### config.mk
export PLATFORM = sky130hd
export DESIGN_NAME = pin_mux
export DESIGN_NICKNAME = d
export VERILOG_FILES = /design/src/core/pin_mux_pkg.sv /design/src/core/pin_cell.sv /design/src/core/pin_mux.sv
export VERILOG_INCLUDE_DIRS = /design/src /design/src/core
export SDC_FILE = /design/constraint.sdc
export NUM_CORES = 1
export LEC_CHECK = 0
export BUFFER_PORTS_ARGS = -buffer_cell sky130_fd_sc_hd__buf_2
export CAP_MARGIN = 20
export CORE_AREA = 2 2 179 181
export CTS_BUF_LIST = sky130_fd_sc_hd__clkbuf_8
export CTS_CLUSTER_DIAMETER = 30
export DETAILED_ROUTE_END_ITERATION = 10
export DIE_AREA = 0 0 181 183
export GPL_TIMING_DRIVEN = 0
export PLACE_DENSITY = 0.5
export SYNTH_ARGS = -nofsm -noshare
export SYNTH_HDL_FRONTEND = slang
export SYNTH_HIERARCHICAL = 1
export SYNTH_SLANG_ARGS = --single-unit
### constraint.sdc
create_clock -name I_CORE_CLK -period 2.1 [get_ports I_CORE_CLK]
set_clock_uncertainty 0.15 [all_clocks]
set_input_delay 0.42 -clock I_CORE_CLK [delete_from_list [all_inputs] [get_ports I_CORE_CLK]]
set_output_delay 0.42 -clock I_CORE_CLK [all_outputs]
set_load 0.02 [all_outputs]
### src/core/pin_mux_regs.svh
/*
 * Pin index map and fixed widths for the port/peripheral pin multiplexer.
 * Assumes it is included by bare name from the package and the top module.
 */
`ifndef PIN_MUX_REGS_SVH
`define PIN_MUX_REGS_SVH

// ****************************************
// pin index map
// ****************************************
`define PIN_COUNT        55
`define PIN_ZIN_IRQ      0
`define PIN_TRIGGER      1
`define PIN_CLK_MON      3
`define PIN_COMPARE      4
`define PIN_PULSE0       8
`define PIN_PORT4        10
`define PIN_PULSE1       10
`define PIN_ASYNC_RX     12
`define PIN_ASYNC_TX     13
`define PIN_ASYNC_CLK    14
`define PIN_SYNC0_RX     15
`define PIN_SYNC0_TX     16
`define PIN_SYNC0_CLK    17
`define PIN_SYNC1_RX     18
`define PIN_SYNC1_TX     19
`define PIN_SYNC1_CLK    20
`define PIN_DAC          21
`define PIN_ANALOG       23
`define PIN_EVT0_CMP4    31
`define PIN_TMR0_CMP5    32
`define PIN_EVT1_CMP6    33
`define PIN_TMR1_CMP7    34
`define PIN_COMMON       35
`define PIN_SEGMENT_HI   39
`define PIN_SEGMENT_MID  47

// ****************************************
// widths
// ****************************************
`define PORT_WIDTH       8
`define SEGMENT_COUNT    24
`define COMMON_COUNT     4
`define SEGMENT_GROUP    4

`endif

### src/core/pin_mux_pkg.sv
/*
 * Types shared by the pin multiplexer files.
 * Assumes pin_mux_regs.svh is on the include path.
 */
package pin_mux_pkg;
   `include "pin_mux_regs.svh"

   typedef logic [`PIN_COUNT-1:0]     pin_vec_type;
   typedef logic [`PORT_WIDTH-1:0]    port_byte_type;
   typedef logic [`SEGMENT_COUNT-1:0] segment_vec_type;
endpackage

### src/core/pin_cell.sv
/*
 * One shared pin: selects port or peripheral drive, registers the pad
 * output and enable, and synchronises the pad level with two flip-flops.
 * Assumes a single synchronous active-high reset on the core clock.
 */
`timescale 1ns/100ps
module pin_cell (
   input  wire logic i_clk,
   input  wire logic i_reset,
   input  wire logic i_port_data,
   input  wire logic i_port_dir,
   input  wire logic i_func_out,
   input  wire logic i_func_en,
   input  wire logic i_drive_block,
   input  wire logic i_pad_in,
   output logic      o_pad_out,
   output logic      o_pad_oe,
   output logic      o_pad_sync
);
   logic pad_out_reg;
   logic pad_out_next;
   logic pad_oe_reg;
   logic pad_oe_next;
   logic meta_reg;
   logic sync_reg;

   // ****************************************
   // drive select
   // ****************************************
   always_comb begin
      pad_out_next = i_func_en ? i_func_out : i_port_data;
      // an analog use of the pin keeps the digital driver off whatever else asks
      pad_oe_next  = !i_drive_block && (i_func_en || i_port_dir);
   end

   always_ff @(posedge i_clk) begin
      if (i_reset) begin
         pad_out_reg <= 1'h0;
         pad_oe_reg  <= 1'h0;
      end else begin
         pad_out_reg <= pad_out_next;
         pad_oe_reg  <= pad_oe_next;
      end
   end

   // ****************************************
   // input synchroniser
   // ****************************************
   always_ff @(posedge i_clk) begin
      if (i_reset) begin
         meta_reg <= 1'h0;
         sync_reg <= 1'h0;
      end else begin
         meta_reg <= i_pad_in;
         sync_reg <= meta_reg;
      end
   end

   assign o_pad_out  = pad_out_reg;
   assign o_pad_oe   = pad_oe_reg;
   assign o_pad_sync = sync_reg;
endmodule

### src/core/pin_mux.sv
/*
 * Port and peripheral pin multiplexer: per-pin drive selection, LCD
 * common/segment versus port choice, analog input and converter output
 * gating, port 4 pull-up control and peripheral input fan-out.
 * Assumes port data/direction and peripheral enables come from registers
 * on the core clock; pad inputs are asynchronous.
 */
`timescale 1ns/100ps
`include "pin_mux_regs.svh"
module pin_mux (
   input  wire logic                       I_CORE_CLK,
   input  wire logic                       I_RESET,
   input  wire pin_mux_pkg::pin_vec_type   I_PORT_DATA,
   input  wire pin_mux_pkg::pin_vec_type   I_PORT_DIR,
   input  wire pin_mux_pkg::pin_vec_type   I_PAD_IN,
   output pin_mux_pkg::pin_vec_type        O_PAD_OUT,
   output pin_mux_pkg::pin_vec_type        O_PAD_OE,
   output pin_mux_pkg::pin_vec_type        O_PORT_IN,
   input  wire logic [7:0]                 I_COMPARE_EVT_OUT,
   input  wire logic [7:0]                 I_COMPARE_OE,
   input  wire logic [3:0]                 I_PULSE_GEN_OUT,
   input  wire logic [3:0]                 I_PULSE_GEN_OE,
   input  wire logic [1:0]                 I_RELOAD_TIMER_OUT,
   input  wire logic [1:0]                 I_RELOAD_TIMER_OE,
   input  wire logic                       I_ASYNC_TX_DATA,
   input  wire logic                       I_ASYNC_TX_OE,
   input  wire logic                       I_ASYNC_SERIAL_CLK,
   input  wire logic                       I_ASYNC_CLK_OE,
   input  wire logic [1:0]                 I_SYNC_SERIAL_TX,
   input  wire logic [1:0]                 I_SYNC_TX_OE,
   input  wire logic [1:0]                 I_SYNC_SERIAL_CLK,
   input  wire logic [1:0]                 I_SYNC_CLK_OE,
   input  wire logic                       I_CLOCK_MONITOR_OUT,
   input  wire logic                       I_CLOCK_MONITOR_OE,
   input  wire pin_mux_pkg::port_byte_type I_PORT4_PULLUP_SETUP,
   output pin_mux_pkg::port_byte_type      O_PORT4_PULLUP_EN,
   input  wire pin_mux_pkg::port_byte_type I_ANALOG_INPUT_ENABLE,
   output pin_mux_pkg::port_byte_type      O_ANALOG_CHANNEL_SEL,
   input  wire logic [1:0]                 I_DAC_OUTPUT_ENABLE,
   output logic [1:0]                      O_DAC_ANALOG_SEL,
   input  wire logic                       I_LCD_COMMON_SEL,
   input  wire logic                       I_LCD_SEGMENT_HI_SEL,
   input  wire logic [1:0]                 I_LCD_SEGMENT_MID_SEL,
   input  wire logic [3:0]                 I_LCD_COMMON,
   input  wire pin_mux_pkg::segment_vec_type I_LCD_SEGMENT,
   output pin_mux_pkg::port_byte_type      O_LCD_SEGMENT_PIN,
   output logic                            O_ASYNC_RX_DATA,
   output logic                            O_ASYNC_SERIAL_CLK_IN,
   output logic [1:0]                      O_SYNC_SERIAL_RX,
   output logic [1:0]                      O_SYNC_SERIAL_CLK_IN,
   output logic [1:0]                      O_RELOAD_TIMER_EVT_IN,
   output logic                            O_CONVERTER_TRIGGER_IN,
   output logic [1:0]                      O_UPDOWN_COUNT_Z_IN,
   output logic                            O_UPDOWN_COUNT_A_IN,
   output logic                            O_UPDOWN_COUNT_B_IN,
   output logic                            O_EXT_IRQ_IN
);
   pin_mux_pkg::pin_vec_type    func_out;
   pin_mux_pkg::pin_vec_type    func_en;
   pin_mux_pkg::pin_vec_type    drive_block;
   pin_mux_pkg::pin_vec_type    pad_sync;
   pin_mux_pkg::pin_vec_type    port_in_reg;
   pin_mux_pkg::pin_vec_type    port_in_next;
   pin_mux_pkg::port_byte_type  pullup_reg;
   pin_mux_pkg::port_byte_type  pullup_next;
   pin_mux_pkg::port_byte_type  analog_sel_reg;
   pin_mux_pkg::port_byte_type  segment_low_reg;
   logic [1:0]                  dac_sel_reg;

   // ****************************************
   // peripheral drive per pin
   // ****************************************
   always_comb begin
      func_out    = {`PIN_COUNT{1'h0}};
      func_en     = {`PIN_COUNT{1'h0}};
      drive_block = {`PIN_COUNT{1'h0}};
      func_out[`PIN_CLK_MON]    = I_CLOCK_MONITOR_OUT;
      func_en[`PIN_CLK_MON]     = I_CLOCK_MONITOR_OE;
      func_out[`PIN_COMPARE+:4] = I_COMPARE_EVT_OUT[3:0];
      func_en[`PIN_COMPARE+:4]  = I_COMPARE_OE[3:0];
      func_out[`PIN_PULSE0+:2]  = I_PULSE_GEN_OUT[1:0];
      func_en[`PIN_PULSE0+:2]   = I_PULSE_GEN_OE[1:0];
      func_out[`PIN_PULSE1+:2]  = I_PULSE_GEN_OUT[3:2];
      func_en[`PIN_PULSE1+:2]   = I_PULSE_GEN_OE[3:2];
      func_out[`PIN_ASYNC_TX]   = I_ASYNC_TX_DATA;
      func_en[`PIN_ASYNC_TX]    = I_ASYNC_TX_OE;
      func_out[`PIN_ASYNC_CLK]  = I_ASYNC_SERIAL_CLK;
      func_en[`PIN_ASYNC_CLK]   = I_ASYNC_CLK_OE;
      func_out[`PIN_SYNC0_TX]   = I_SYNC_SERIAL_TX[0];
      func_en[`PIN_SYNC0_TX]    = I_SYNC_TX_OE[0];
      func_out[`PIN_SYNC0_CLK]  = I_SYNC_SERIAL_CLK[0];
      func_en[`PIN_SYNC0_CLK]   = I_SYNC_CLK_OE[0];
      func_out[`PIN_SYNC1_TX]   = I_SYNC_SERIAL_TX[1];
      func_en[`PIN_SYNC1_TX]    = I_SYNC_TX_OE[1];
      func_out[`PIN_SYNC1_CLK]  = I_SYNC_SERIAL_CLK[1];
      func_en[`PIN_SYNC1_CLK]   = I_SYNC_CLK_OE[1];
      func_out[`PIN_EVT0_CMP4]  = I_COMPARE_EVT_OUT[4];
      func_en[`PIN_EVT0_CMP4]   = I_COMPARE_OE[4];
      func_out[`PIN_EVT1_CMP6]  = I_COMPARE_EVT_OUT[6];
      func_en[`PIN_EVT1_CMP6]   = I_COMPARE_OE[6];
      // timer output has the fixed priority on the two shared pins
      func_out[`PIN_TMR0_CMP5]  = I_RELOAD_TIMER_OE[0] ? I_RELOAD_TIMER_OUT[0]
                                                      : I_COMPARE_EVT_OUT[5];
      func_en[`PIN_TMR0_CMP5]   = I_RELOAD_TIMER_OE[0] || I_COMPARE_OE[5];
      func_out[`PIN_TMR1_CMP7]  = I_RELOAD_TIMER_OE[1] ? I_RELOAD_TIMER_OUT[1]
                                                      : I_COMPARE_EVT_OUT[7];
      func_en[`PIN_TMR1_CMP7]   = I_RELOAD_TIMER_OE[1] || I_COMPARE_OE[7];
      func_out[`PIN_COMMON+:4]  = I_LCD_COMMON;
      func_en[`PIN_COMMON+:4]   = {`COMMON_COUNT{I_LCD_COMMON_SEL}};
      func_out[`PIN_SEGMENT_HI+:8] = I_LCD_SEGMENT[23:16];
      func_en[`PIN_SEGMENT_HI+:8]  = {`PORT_WIDTH{I_LCD_SEGMENT_HI_SEL}};
      func_out[`PIN_SEGMENT_MID+:8] = I_LCD_SEGMENT[15:8];
      func_en[`PIN_SEGMENT_MID+:8]  = {{`SEGMENT_GROUP{I_LCD_SEGMENT_MID_SEL[1]}},
                                       {`SEGMENT_GROUP{I_LCD_SEGMENT_MID_SEL[0]}}};
      // analog use of a pin must not fight a digital driver
      drive_block[`PIN_ANALOG+:8] = I_ANALOG_INPUT_ENABLE;
      drive_block[`PIN_DAC+:2]    = I_DAC_OUTPUT_ENABLE;
   end

   // ****************************************
   // pin cells
   // ****************************************
   for (genvar i = 0; i < `PIN_COUNT; i++) begin : g_pin
      pin_cell u_cell (
         .i_clk         (I_CORE_CLK),
         .i_reset       (I_RESET),
         .i_port_data   (I_PORT_DATA[i]),
         .i_port_dir    (I_PORT_DIR[i]),
         .i_func_out    (func_out[i]),
         .i_func_en     (func_en[i]),
         .i_drive_block (drive_block[i]),
         .i_pad_in      (I_PAD_IN[i]),
         .o_pad_out     (O_PAD_OUT[i]),
         .o_pad_oe      (O_PAD_OE[i]),
         .o_pad_sync    (pad_sync[i])
      );
   end

   // ****************************************
   // port read path and side controls
   // ****************************************
   always_comb begin
      port_in_next = pad_sync;
      port_in_next[`PIN_ANALOG+:8] = pad_sync[`PIN_ANALOG+:8] & ~I_ANALOG_INPUT_ENABLE;
      // a bit counts as driving when either the port or a peripheral owns it
      pullup_next = I_PORT4_PULLUP_SETUP
                    & ~(I_PORT_DIR[`PIN_PORT4+:8] | func_en[`PIN_PORT4+:8]);
   end

   always_ff @(posedge I_CORE_CLK) begin
      if (I_RESET) begin
         port_in_reg <= {`PIN_COUNT{1'h0}};
      end else begin
         port_in_reg <= port_in_next;
      end
   end

   always_ff @(posedge I_CORE_CLK) begin
      if (I_RESET) begin
         pullup_reg     <= 8'h00;
         analog_sel_reg <= 8'h00;
         dac_sel_reg    <= 2'h0;
      end else begin
         pullup_reg     <= pullup_next;
         analog_sel_reg <= I_ANALOG_INPUT_ENABLE;
         dac_sel_reg    <= I_DAC_OUTPUT_ENABLE;
      end
   end

   always_ff @(posedge I_CORE_CLK) begin
      if (I_RESET) begin
         segment_low_reg <= 8'h00;
      end else begin
         segment_low_reg <= I_LCD_SEGMENT[7:0];
      end
   end

   assign O_PORT_IN            = port_in_reg;
   assign O_PORT4_PULLUP_EN    = pullup_reg;
   assign O_ANALOG_CHANNEL_SEL = analog_sel_reg;
   assign O_DAC_ANALOG_SEL     = dac_sel_reg;
   assign O_LCD_SEGMENT_PIN    = segment_low_reg;

   // ****************************************
   // peripheral inputs, always fed from the pad
   // ****************************************
   assign O_ASYNC_RX_DATA        = pad_sync[`PIN_ASYNC_RX];
   assign O_ASYNC_SERIAL_CLK_IN  = pad_sync[`PIN_ASYNC_CLK];
   assign O_SYNC_SERIAL_RX       = {pad_sync[`PIN_SYNC1_RX], pad_sync[`PIN_SYNC0_RX]};
   assign O_SYNC_SERIAL_CLK_IN   = {pad_sync[`PIN_SYNC1_CLK], pad_sync[`PIN_SYNC0_CLK]};
   assign O_RELOAD_TIMER_EVT_IN  = {pad_sync[`PIN_EVT1_CMP6], pad_sync[`PIN_EVT0_CMP4]};
   assign O_CONVERTER_TRIGGER_IN = pad_sync[`PIN_TRIGGER];
   assign O_UPDOWN_COUNT_Z_IN    = {pad_sync[`PIN_SYNC1_CLK], pad_sync[`PIN_ZIN_IRQ]};
   assign O_UPDOWN_COUNT_A_IN    = pad_sync[`PIN_SYNC1_RX];
   assign O_UPDOWN_COUNT_B_IN    = pad_sync[`PIN_SYNC1_TX];
   assign O_EXT_IRQ_IN           = pad_sync[`PIN_ZIN_IRQ];
endmodule

### Word level (Yosys, flattened, before mapping)

Index checks and enable logic that the tools add are counted.
W data, S select, Z words.

* bitwise operators: 5
* shift operators: 0
* $add $sub $neg: 0
* multipliers: 0
* divide/modulo/power cells: 0
* equality and inequality tests: 0
* multiplexer cells: 41
* reduce and logical (&&, ||, !) cells: 61
* magnitude comparators: 0

Operators by type and width (number)
* $logic_or A1 B1 Y1: 41
* $mux W1: 41
* $and A8 B8 Y8: 2
* $not A8 Y8: 2
* $logic_and A1 B1 Y1: 10
* $logic_not A1 Y1: 10
* $or A8 B8 Y8: 1

* output and inout bits: 205
* ROM bits: 0
* bits in latches: 0
* memories kept: 0
* memory bits (writable): 0
* register bits: 301
* bits of input ports: 259

### Longest topological paths before layout

Gate-level depths: netlist of run 1.

* word-level depth: 3
* depth in mapped cells: 3
* mapped depth without buffers: 3

### Hierarchy

The synthesis of run 1 kept the hierarchy.

By module, submodules not included
* pin_cell: area each 115.1 um^2, times used 55, seq. area each 80.1 um^2, cells each 10
* pin_mux: area each 2343.5 um^2, times used 1, seq. area each 1621.6 um^2, cells each 184

### Worst setup path after synthesis of run 1

No wires, ideal clock.

* path kind: register to output
* from: reg g_pin[18].u_cell.sync_reg
* to: out O_SYNC_SERIAL_RX[1]
* required time: 1530 ps
* slack: 921 ps
* cell stages (with the launch flop): 2
* path buffers: 1
* data arrival time: 609 ps
* cells stage by stage: dfxtp_1 -> buf_4

RTL lines
* start: declaration: RTL line pin_cell.sv:25 `logic sync_reg;`
* start signal: assignment: RTL line pin_cell.sv:55 `sync_reg <= meta_reg;`
* end: declaration: RTL line pin_mux.sv:49 `output logic [1:0] O_SYNC_SERIAL_RX,`

No word-level cell between the ends.

### Worst setup path in the final report of run 1

* from: in I_RESET
* to: reg port_in_reg[26] (netlist: O_PORT_IN[26])

RTL lines
* start: declaration: RTL line pin_mux.sv:12 `input wire logic I_RESET,`
* end signal: assignment: RTL line pin_mux.sv:152 `` port_in_reg <= {`PIN_COUNT{1'h0}}; ``
* end signal: assignment: RTL line pin_mux.sv:154 `port_in_reg <= port_in_next;`
* end: declaration: RTL line pin_mux.sv:62 `pin_mux_pkg::pin_vec_type port_in_reg;`

No word-level cell between the ends.

==> results of run 1 <==
## critical path, delay by kind of cell
kind / cells / cell delay [ns]
buf+inv: 4 / 1.56
simple gates: 1 / 0.11
## metrics by stage
step / utilization (%) / worst slack [ns]
after CTS: 51.4 / 0.0992
after floorplan: - / 0.921
after detailed placement: 38.0 / -0.521
final: 51.4 / 0.181
after global placement: 37.9 / -2.89
after global routing: 51.4 / 0.0296
## routing by layer
layer / track usage (%) / up-vias / wire [um]
li1: - / 4045 / -
met1: 15.2 / 3614 / 9840
met2: 29.1 / 338 / 13800
met3: 6.18 / 46 / 2330
met4: 6.63 / 0 / 637
met5: 0 / - / 0
## power by group through the flow
stage / Sequential, mW / Combinational (mW) / Clock (mW)
2_1_floorplan: 6.40 / 0.311 / 0
3_3_place_gp: 6.16 / 1.15 / 0
3_5_place_dp: 6.17 / 1.15 / 0
4_1_cts: 6.05 / 1.53 / 8.35
5_1_grt: 6.07 / 1.66 / 8.68
6_report: 6.05 / 1.53 / 8.11
## logic make-up (layout without fill, tap and decap cells)
kind of cell           Yosys count  count (layout)  synth area share (%)
muxes                           57              57                  6.61
and+or+nand+nor                358             358                  22.6
other                            1              95                0.0432
DFF                            301             301                  69.5
buffers and inverters           17             856                  1.28
## cells in the final DEF (no fill, tap or decap), types with 2 or more instances in the layout
| cell type | count |
|---|---|
| sky130_fd_sc_hd__nor3b_1 | 10 |
| sky130_fd_sc_hd__or2_2 | 2 |
| sky130_fd_sc_hd__mux2i_1 | 55 |
| sky130_fd_sc_hd__bufinv_16 | 12 |
| sky130_fd_sc_hd__nor4b_2 | 6 |
| sky130_fd_sc_hd__conb_1 | 93 |
| sky130_fd_sc_hd__nor3_1 | 55 |
| sky130_fd_sc_hd__nor2_1 | 110 |
| sky130_fd_sc_hd__nor2b_1 | 175 |
| sky130_fd_sc_hd__buf_4 | 8 |
| sky130_fd_sc_hd__buf_2 | 470 |
| sky130_fd_sc_hd__diode_2 | 2 |
| sky130_fd_sc_hd__clkinv_2 | 10 |
| sky130_fd_sc_hd__inv_6 | 3 |
| sky130_fd_sc_hd__clkbuf_8 | 88 |
| sky130_fd_sc_hd__dlygate4sd3_1 | 242 |
| sky130_fd_sc_hd__clkinvlp_4 | 8 |
| sky130_fd_sc_hd__inv_1 | 11 |
| sky130_fd_sc_hd__dfxtp_1 | 301 |
| sky130_fd_sc_hd__mux2_2 | 2 |
## area by class of cell
cell class | instances | area (um2)
multi-input cells | 508 | 2880
well taps | 402 | 503
plain buffers | 17 | 111
clock inverters | 45 | 549
repair buffers | 706 | 4780
clock buffers | 88 | 1210
fillers | 2805 | 15200
flip-flops and latches | 301 | 6030
diodes | 2 | 5.00
## Yosys cell counts
library cell	n	share of area, %
sky130_fd_sc_hd__dfxtp_1	301	69
sky130_fd_sc_hd__nor2b_1	175	13
sky130_fd_sc_hd__nor2_1	110	4.8
sky130_fd_sc_hd__mux2i_1	55	6.3
sky130_fd_sc_hd__nor3_1	55	3.2
sky130_fd_sc_hd__nor3b_1	10	0.87
sky130_fd_sc_hd__buf_2	8	0.46
sky130_fd_sc_hd__buf_4	8	0.69
sky130_fd_sc_hd__nor4b_2	6	1.0
sky130_fd_sc_hd__mux2_2	2	0.26
sky130_fd_sc_hd__or2_2	2	0.14
sky130_fd_sc_hd__buf_6	1	0.13
sky130_fd_sc_hd__conb_1	1	0.043
## path summary, 6_finish.rpt
| path | startpoint | end | slack (ns) |
|---|---|---|---|
| max | I_RESET | O_PORT_IN[26] | 0.18 |
| min | I_COMPARE_OE[6] | g_pin[33].u_cell/o_pad_oe | 0.04 |
| max reg2reg | g_pin[26].u_cell/o_pad_sync | O_PORT_IN[26] | 1.31 |
| min reg2reg | g_pin[42].u_cell/o_pad_sync | O_PORT_IN[42] | 0.26 |
==> out/metrics.cfg, run 1 <==
[cts]
cts-hold-fix-buffers = 242
cts.path.max_buffers = 3
cts_num_sinks = 301
cts_made_buffers = 72
postCtsSetupRepairBufs = 0
htree_num_levels = 3
clock_tree.root_cell = sky130_fd_sc_hd__clkbuf_8
clk_transition_reported_paths_ns = 0.05
worst_skew_pair.late_latency_ns = 0.56
post_cts.resized_instances = 0
cts_tree = built

[route]
postRouteAntennaNets = 0
dr.first_iter.drc_count = 231
route.final.wire_length_um = 26600
total_number_of_vias = 8043
wl_per_cell_um = 12.9
drc = 0
viasPerCell = 3.89
drt_first_pass_iters = 4

[power]
p_total_mw = 15.7
power_switching_mw = 3.58
sw_frac_of_total_pct = 22.8
peakVddDrop_v = 0.000453
leakage_nw = 7.91
intPower_mw = 12.1
relative_contribution_of_the_clock_network_to_total_power_pct = 51.7
share_comb_of_total_power_pct = 9.8
power.density_nw_per_um2 = 977
seq_power_share_pct = 38.6

[critical_path]
crit_path_top_delay_cell = sky130_fd_sc_hd__buf_16
worst-path-max-fanout = 139
timing.critical_path.cells = buf_8 -> buf_16 -> buf_2 -> buf_2 -> nor3b_1
worst-r2r-cell-count = 1
critPathLaunchType = primary input
cp.arrival_ns = 2.20
critical_path.most_common_cell = sky130_fd_sc_hd__buf_2
crit_required_ns = 2.38
worst_path_largest_cell_delay_ns = 0.47
criticalPathCategory = in -> reg
setup.worst_path.end_class = flip-flop

[sta]
max_freq_mhz = 521
finalSetupViolCount = 0
fin_crit_ns = 1.92
timing_max_transition_violations_final = 0
max_slew.worst_pin.slew_ns = 0.599
hold_viol_final = 0
min_period_over_period_pct = 91.4
rsz0062_at_grt = false
worst_hold_slack_ns = 0.0416
setup-tns-final_ns = 0
maxSlewHeadroom_pct = 60.0

[grt]
grt_pass1_vias = 8356
wire_length_of_the_first_global_routing_pass_um = 41000
globalRouteOverflowTotal = 0
antenna_found_initial = 2
grt_max_degree = 140
grt_usage_pct = 15.5

[cells_and_area]
fin_area_um2 = 16100
layout.nets = 1865
area.growth.synth_to_final_pct = 85.2
finish.cell_count_without_fillers = 2069
final_layout_size_suffix_gt1_share_pct = 36.8

[die]
initial_core_util_pct = 27.8
die-width_um = 181
design.core.area_um2 = 31200
die_area_um2 = 33100
ioPinCount = 464
die-height_um = 183
std_cell_rows = 65

[place]
postPlaceCellArea_um2 = 11900
place_inst = 1692
dp.final_hpwl_um = 17300
io_buffer_count = 463
globalplace.congestion = 0.768

[worst_hold_path]
path_class_of_the_lowest_slack_min_delay_path = in -> reg
hold_path_depth = 3

[synth]
synth.yosys.seq_area_share_pct = 69.5
syn-mean-instance-area_um2 = 11.8
synth-seq-cells = 301
syn_area_um2 = 8670
yosys.cell_types.count = 13
yosysWarningCount = 6
synthCells = 734

[run_status]
outcome = completed

[job]
max_cap_violations = 0

(Power assumes the default switching activity.)
==> run 2: changes to the inputs <==
--- a/config.mk
+++ b/config.mk
@@ -6,7 +6,7 @@
 export SDC_FILE = /design/constraint.sdc
 export NUM_CORES = 1
 export LEC_CHECK = 0
-export BUFFER_PORTS_ARGS = -buffer_cell sky130_fd_sc_hd__buf_2
+export BUFFER_PORTS_ARGS = -buffer_cell sky130_fd_sc_hd__buf_4
 export CAP_MARGIN = 20
 export CORE_AREA = 2 2 179 181
 export CTS_BUF_LIST = sky130_fd_sc_hd__clkbuf_8
==> out/metrics.cfg, run 2 (synthesized netlist as in run 1, its figures left out) <==
[run_status]
outcome = completed

[sta]
timing_max_transition_violations_final = 0  ; unchanged
hold_viol_final = 0  ; unchanged
max_freq_mhz = 519  ; -0.40%
min_period_over_period_pct = 91.8  ; +0.37 points
finalSetupViolCount = 0  ; unchanged
setup-tns-final_ns = 0  ; unchanged
worst_hold_slack_ns = 0.0470  ; +0.00539 ns
fin_crit_ns = 1.93  ; +0.00769 ns
rsz0062_at_grt = false

[cells_and_area]
mostFrequentLayoutCell = sky130_fd_sc_hd__buf_4
area.growth.synth_to_final_pct = 100
layout.nets = 1870  ; +0.27%
layout_common_cells = sky130_fd_sc_hd__buf_4 (470), sky130_fd_sc_hd__dfxtp_1 (301), sky130_fd_sc_hd__dlygate4sd3_1 (243)
final_layout_size_suffix_gt1_share_pct = 37.0  ; +0.14 points
fin_area_um2 = 17400  ; +8.1%

[critical_path]
critical_path.reg2reg.endpoint = O_PORT_IN[26]
rrSetupSlack_ns = 1.24  ; -0.07 ns
crit-reg2reg-launch = g_pin[26].u_cell/o_pad_sync
criticalPathCategory = in -> reg
cp.arrival_ns = 2.21  ; about the same
critPathLaunchType = primary input
worst-path-max-fanout = 75  ; -46%
crit_required_ns = 2.38  ; about the same
worst-r2r-cell-count = 1  ; unchanged
setup.worst_path.end_class = flip-flop

[job]
max_cap_violations = 0  ; unchanged

[cts]
clk_transition_reported_paths_ns = 0.05  ; about the same
cts.path.max_buffers = 3  ; unchanged
postCtsSetupRepairBufs = 0  ; unchanged
cts_tree = built
htree_num_levels = 3  ; unchanged
cts_num_sinks = 301  ; unchanged
cts_made_buffers = 75  ; +4.2%
worst_skew_pair.late_latency_ns = 0.57  ; about the same
clock_tree.root_cell = sky130_fd_sc_hd__clkbuf_8

[grt]
grt_usage_pct = 16.5  ; +0.97 points
grt_max_degree = 76  ; -46%
grt_pass1_vias = 8558  ; +2.4%
antenna_found_initial = 2  ; unchanged
globalRouteOverflowTotal = 0  ; unchanged
wire_length_of_the_first_global_routing_pass_um = 43000  ; +4.7%

[power]
intPower_mw = 12.8  ; +5.6%
peakVddDrop_v = 0.000791  ; +75%
power_switching_mw = 3.69  ; +3.0%
leakage_nw = 8.26  ; +4.5%
share_comb_of_total_power_pct = 10.9  ; +1.1 points
power.density_nw_per_um2 = 949  ; -2.9%
seq_power_share_pct = 36.8  ; -1.8 points
sw_frac_of_total_pct = 22.4  ; -0.44 points
relative_contribution_of_the_clock_network_to_total_power_pct = 52.4  ; +0.7 points

[place]
globalplace.congestion = 0.761  ; -0.94%
postPlaceCellArea_um2 = 13100  ; +10%
io_buffer_count = 463  ; unchanged
dp.final_hpwl_um = 18600  ; +7.6%

[route]
total_number_of_vias = 8072  ; +0.36%
drt_first_pass_iters = 4  ; unchanged
drc = 0  ; unchanged
viasPerCell = 3.89  ; about the same
wl_per_cell_um = 13.6  ; +5.5%
postRouteAntennaNets = 0  ; unchanged
dr.first_iter.drc_count = 182  ; -21%
route.final.wire_length_um = 28200  ; +5.9%

[worst_hold_path]
worst_hold_path.endpoint = g_pin[32].u_cell/o_pad_out
path_class_of_the_lowest_slack_min_delay_path = in -> reg
hold_path_depth = 2  ; -1
hold_path_startpoint = I_RESET

[die]
ioPinCount = 464  ; unchanged
die_area_um2 = 33100  ; unchanged
die-width_um = 181  ; unchanged
design.core.area_um2 = 31200  ; unchanged
std_cell_rows = 65  ; unchanged
die-height_um = 183  ; unchanged
initial_core_util_pct = 27.8  ; unchanged

-- run 2: cell count changes in the layout (fill, tap and decap cells not counted), sizes merged --
cell,change
buf,+1
bufinv,+4
clkbuf,-2
clkinv,+2
clkinvlp,+1
dlygate4sd3,+1
-- run 2: final cells by class --
cell class              instances  area, um2
well taps                     402        503
clock inverters                52        686
multi-input cells             508       2880
fillers                      2711      13900
diodes                          2       5.00
repair buffers                708       5980
plain buffers                  17        111
flip-flops and latches        301       6030
clock buffers                  86       1180
-- run 2: worst max path at each step --
stage                                     start                    to  slack (ns)
finish                                  I_RESET  O_PORT4_PULLUP_EN[7]        0.17
global route                            I_RESET  O_PORT4_PULLUP_EN[7]        0.06
CTS                                     I_RESET  O_PORT4_PULLUP_EN[7]        0.03
detailed placement                      I_RESET         O_PORT_IN[26]       -0.24
global placement                        I_RESET         O_PORT_IN[26]       -1.48
floorplan           g_pin[18].u_cell/o_pad_sync   O_SYNC_SERIAL_RX[1]        0.92
-- run 2: worst max-delay path: stages --
cell and delay (ns):
sky130_fd_sc_hd__buf_12 0.26, sky130_fd_sc_hd__buf_16 0.31, sky130_fd_sc_hd__buf_2 0.32, sky130_fd_sc_hd__buf_6 0.20, sky130_fd_sc_hd__nor4b_2 0.06, sky130_fd_sc_hd__dlygate4sd3_1 0.55
-- run 2: per-stage QoR --
| stage | worst slack [ns] | utilization, % | total power, mW | cells |
|---|---|---|---|---|
| final | 0.173 | 55.6 | 16.5 | 2076 |
| after global routing | 0.0616 | 55.6 | 17.2 | 2076 |
| after CTS | 0.0323 | 55.6 | 16.7 | 2074 |
| after detailed placement | -0.240 | 41.8 | 7.57 | 1693 |
| after global placement | -1.48 | 41.6 | 7.55 | 1691 |
| after floorplan | 0.921 | - | 6.71 | 826 |
-- run 2: power by group through the flow --
stage,registers (mW),logic (mW),clock network [mW]
after floorplan,6.40,0.311,0
after global placement,6.17,1.38,0
after detailed placement,6.18,1.40,0
after CTS,6.06,1.79,8.88
after global routing,6.09,1.92,9.22
final,6.06,1.79,8.64
-- run 2: layer usage --
layer  share of wire, %  wire length (um)  vias to the layer above  GRT usage, %
met5                  0                 0                        -             0
li1                   -                 -                     4051             -
met4                3.3               932                        0          8.16
met3                9.0              2540                       66          6.65
met2                 53             15000                      344          31.3
met1                 34              9690                     3611          15.3
-- run 2: repair_timing --
action | 4_1_cts | 5_1_grt
resized for setup | 0 | 1
endpoints found under the setup margin | 0 | 5
hold buffers | 243 | 0
hold endpoints to repair | 199 | 0
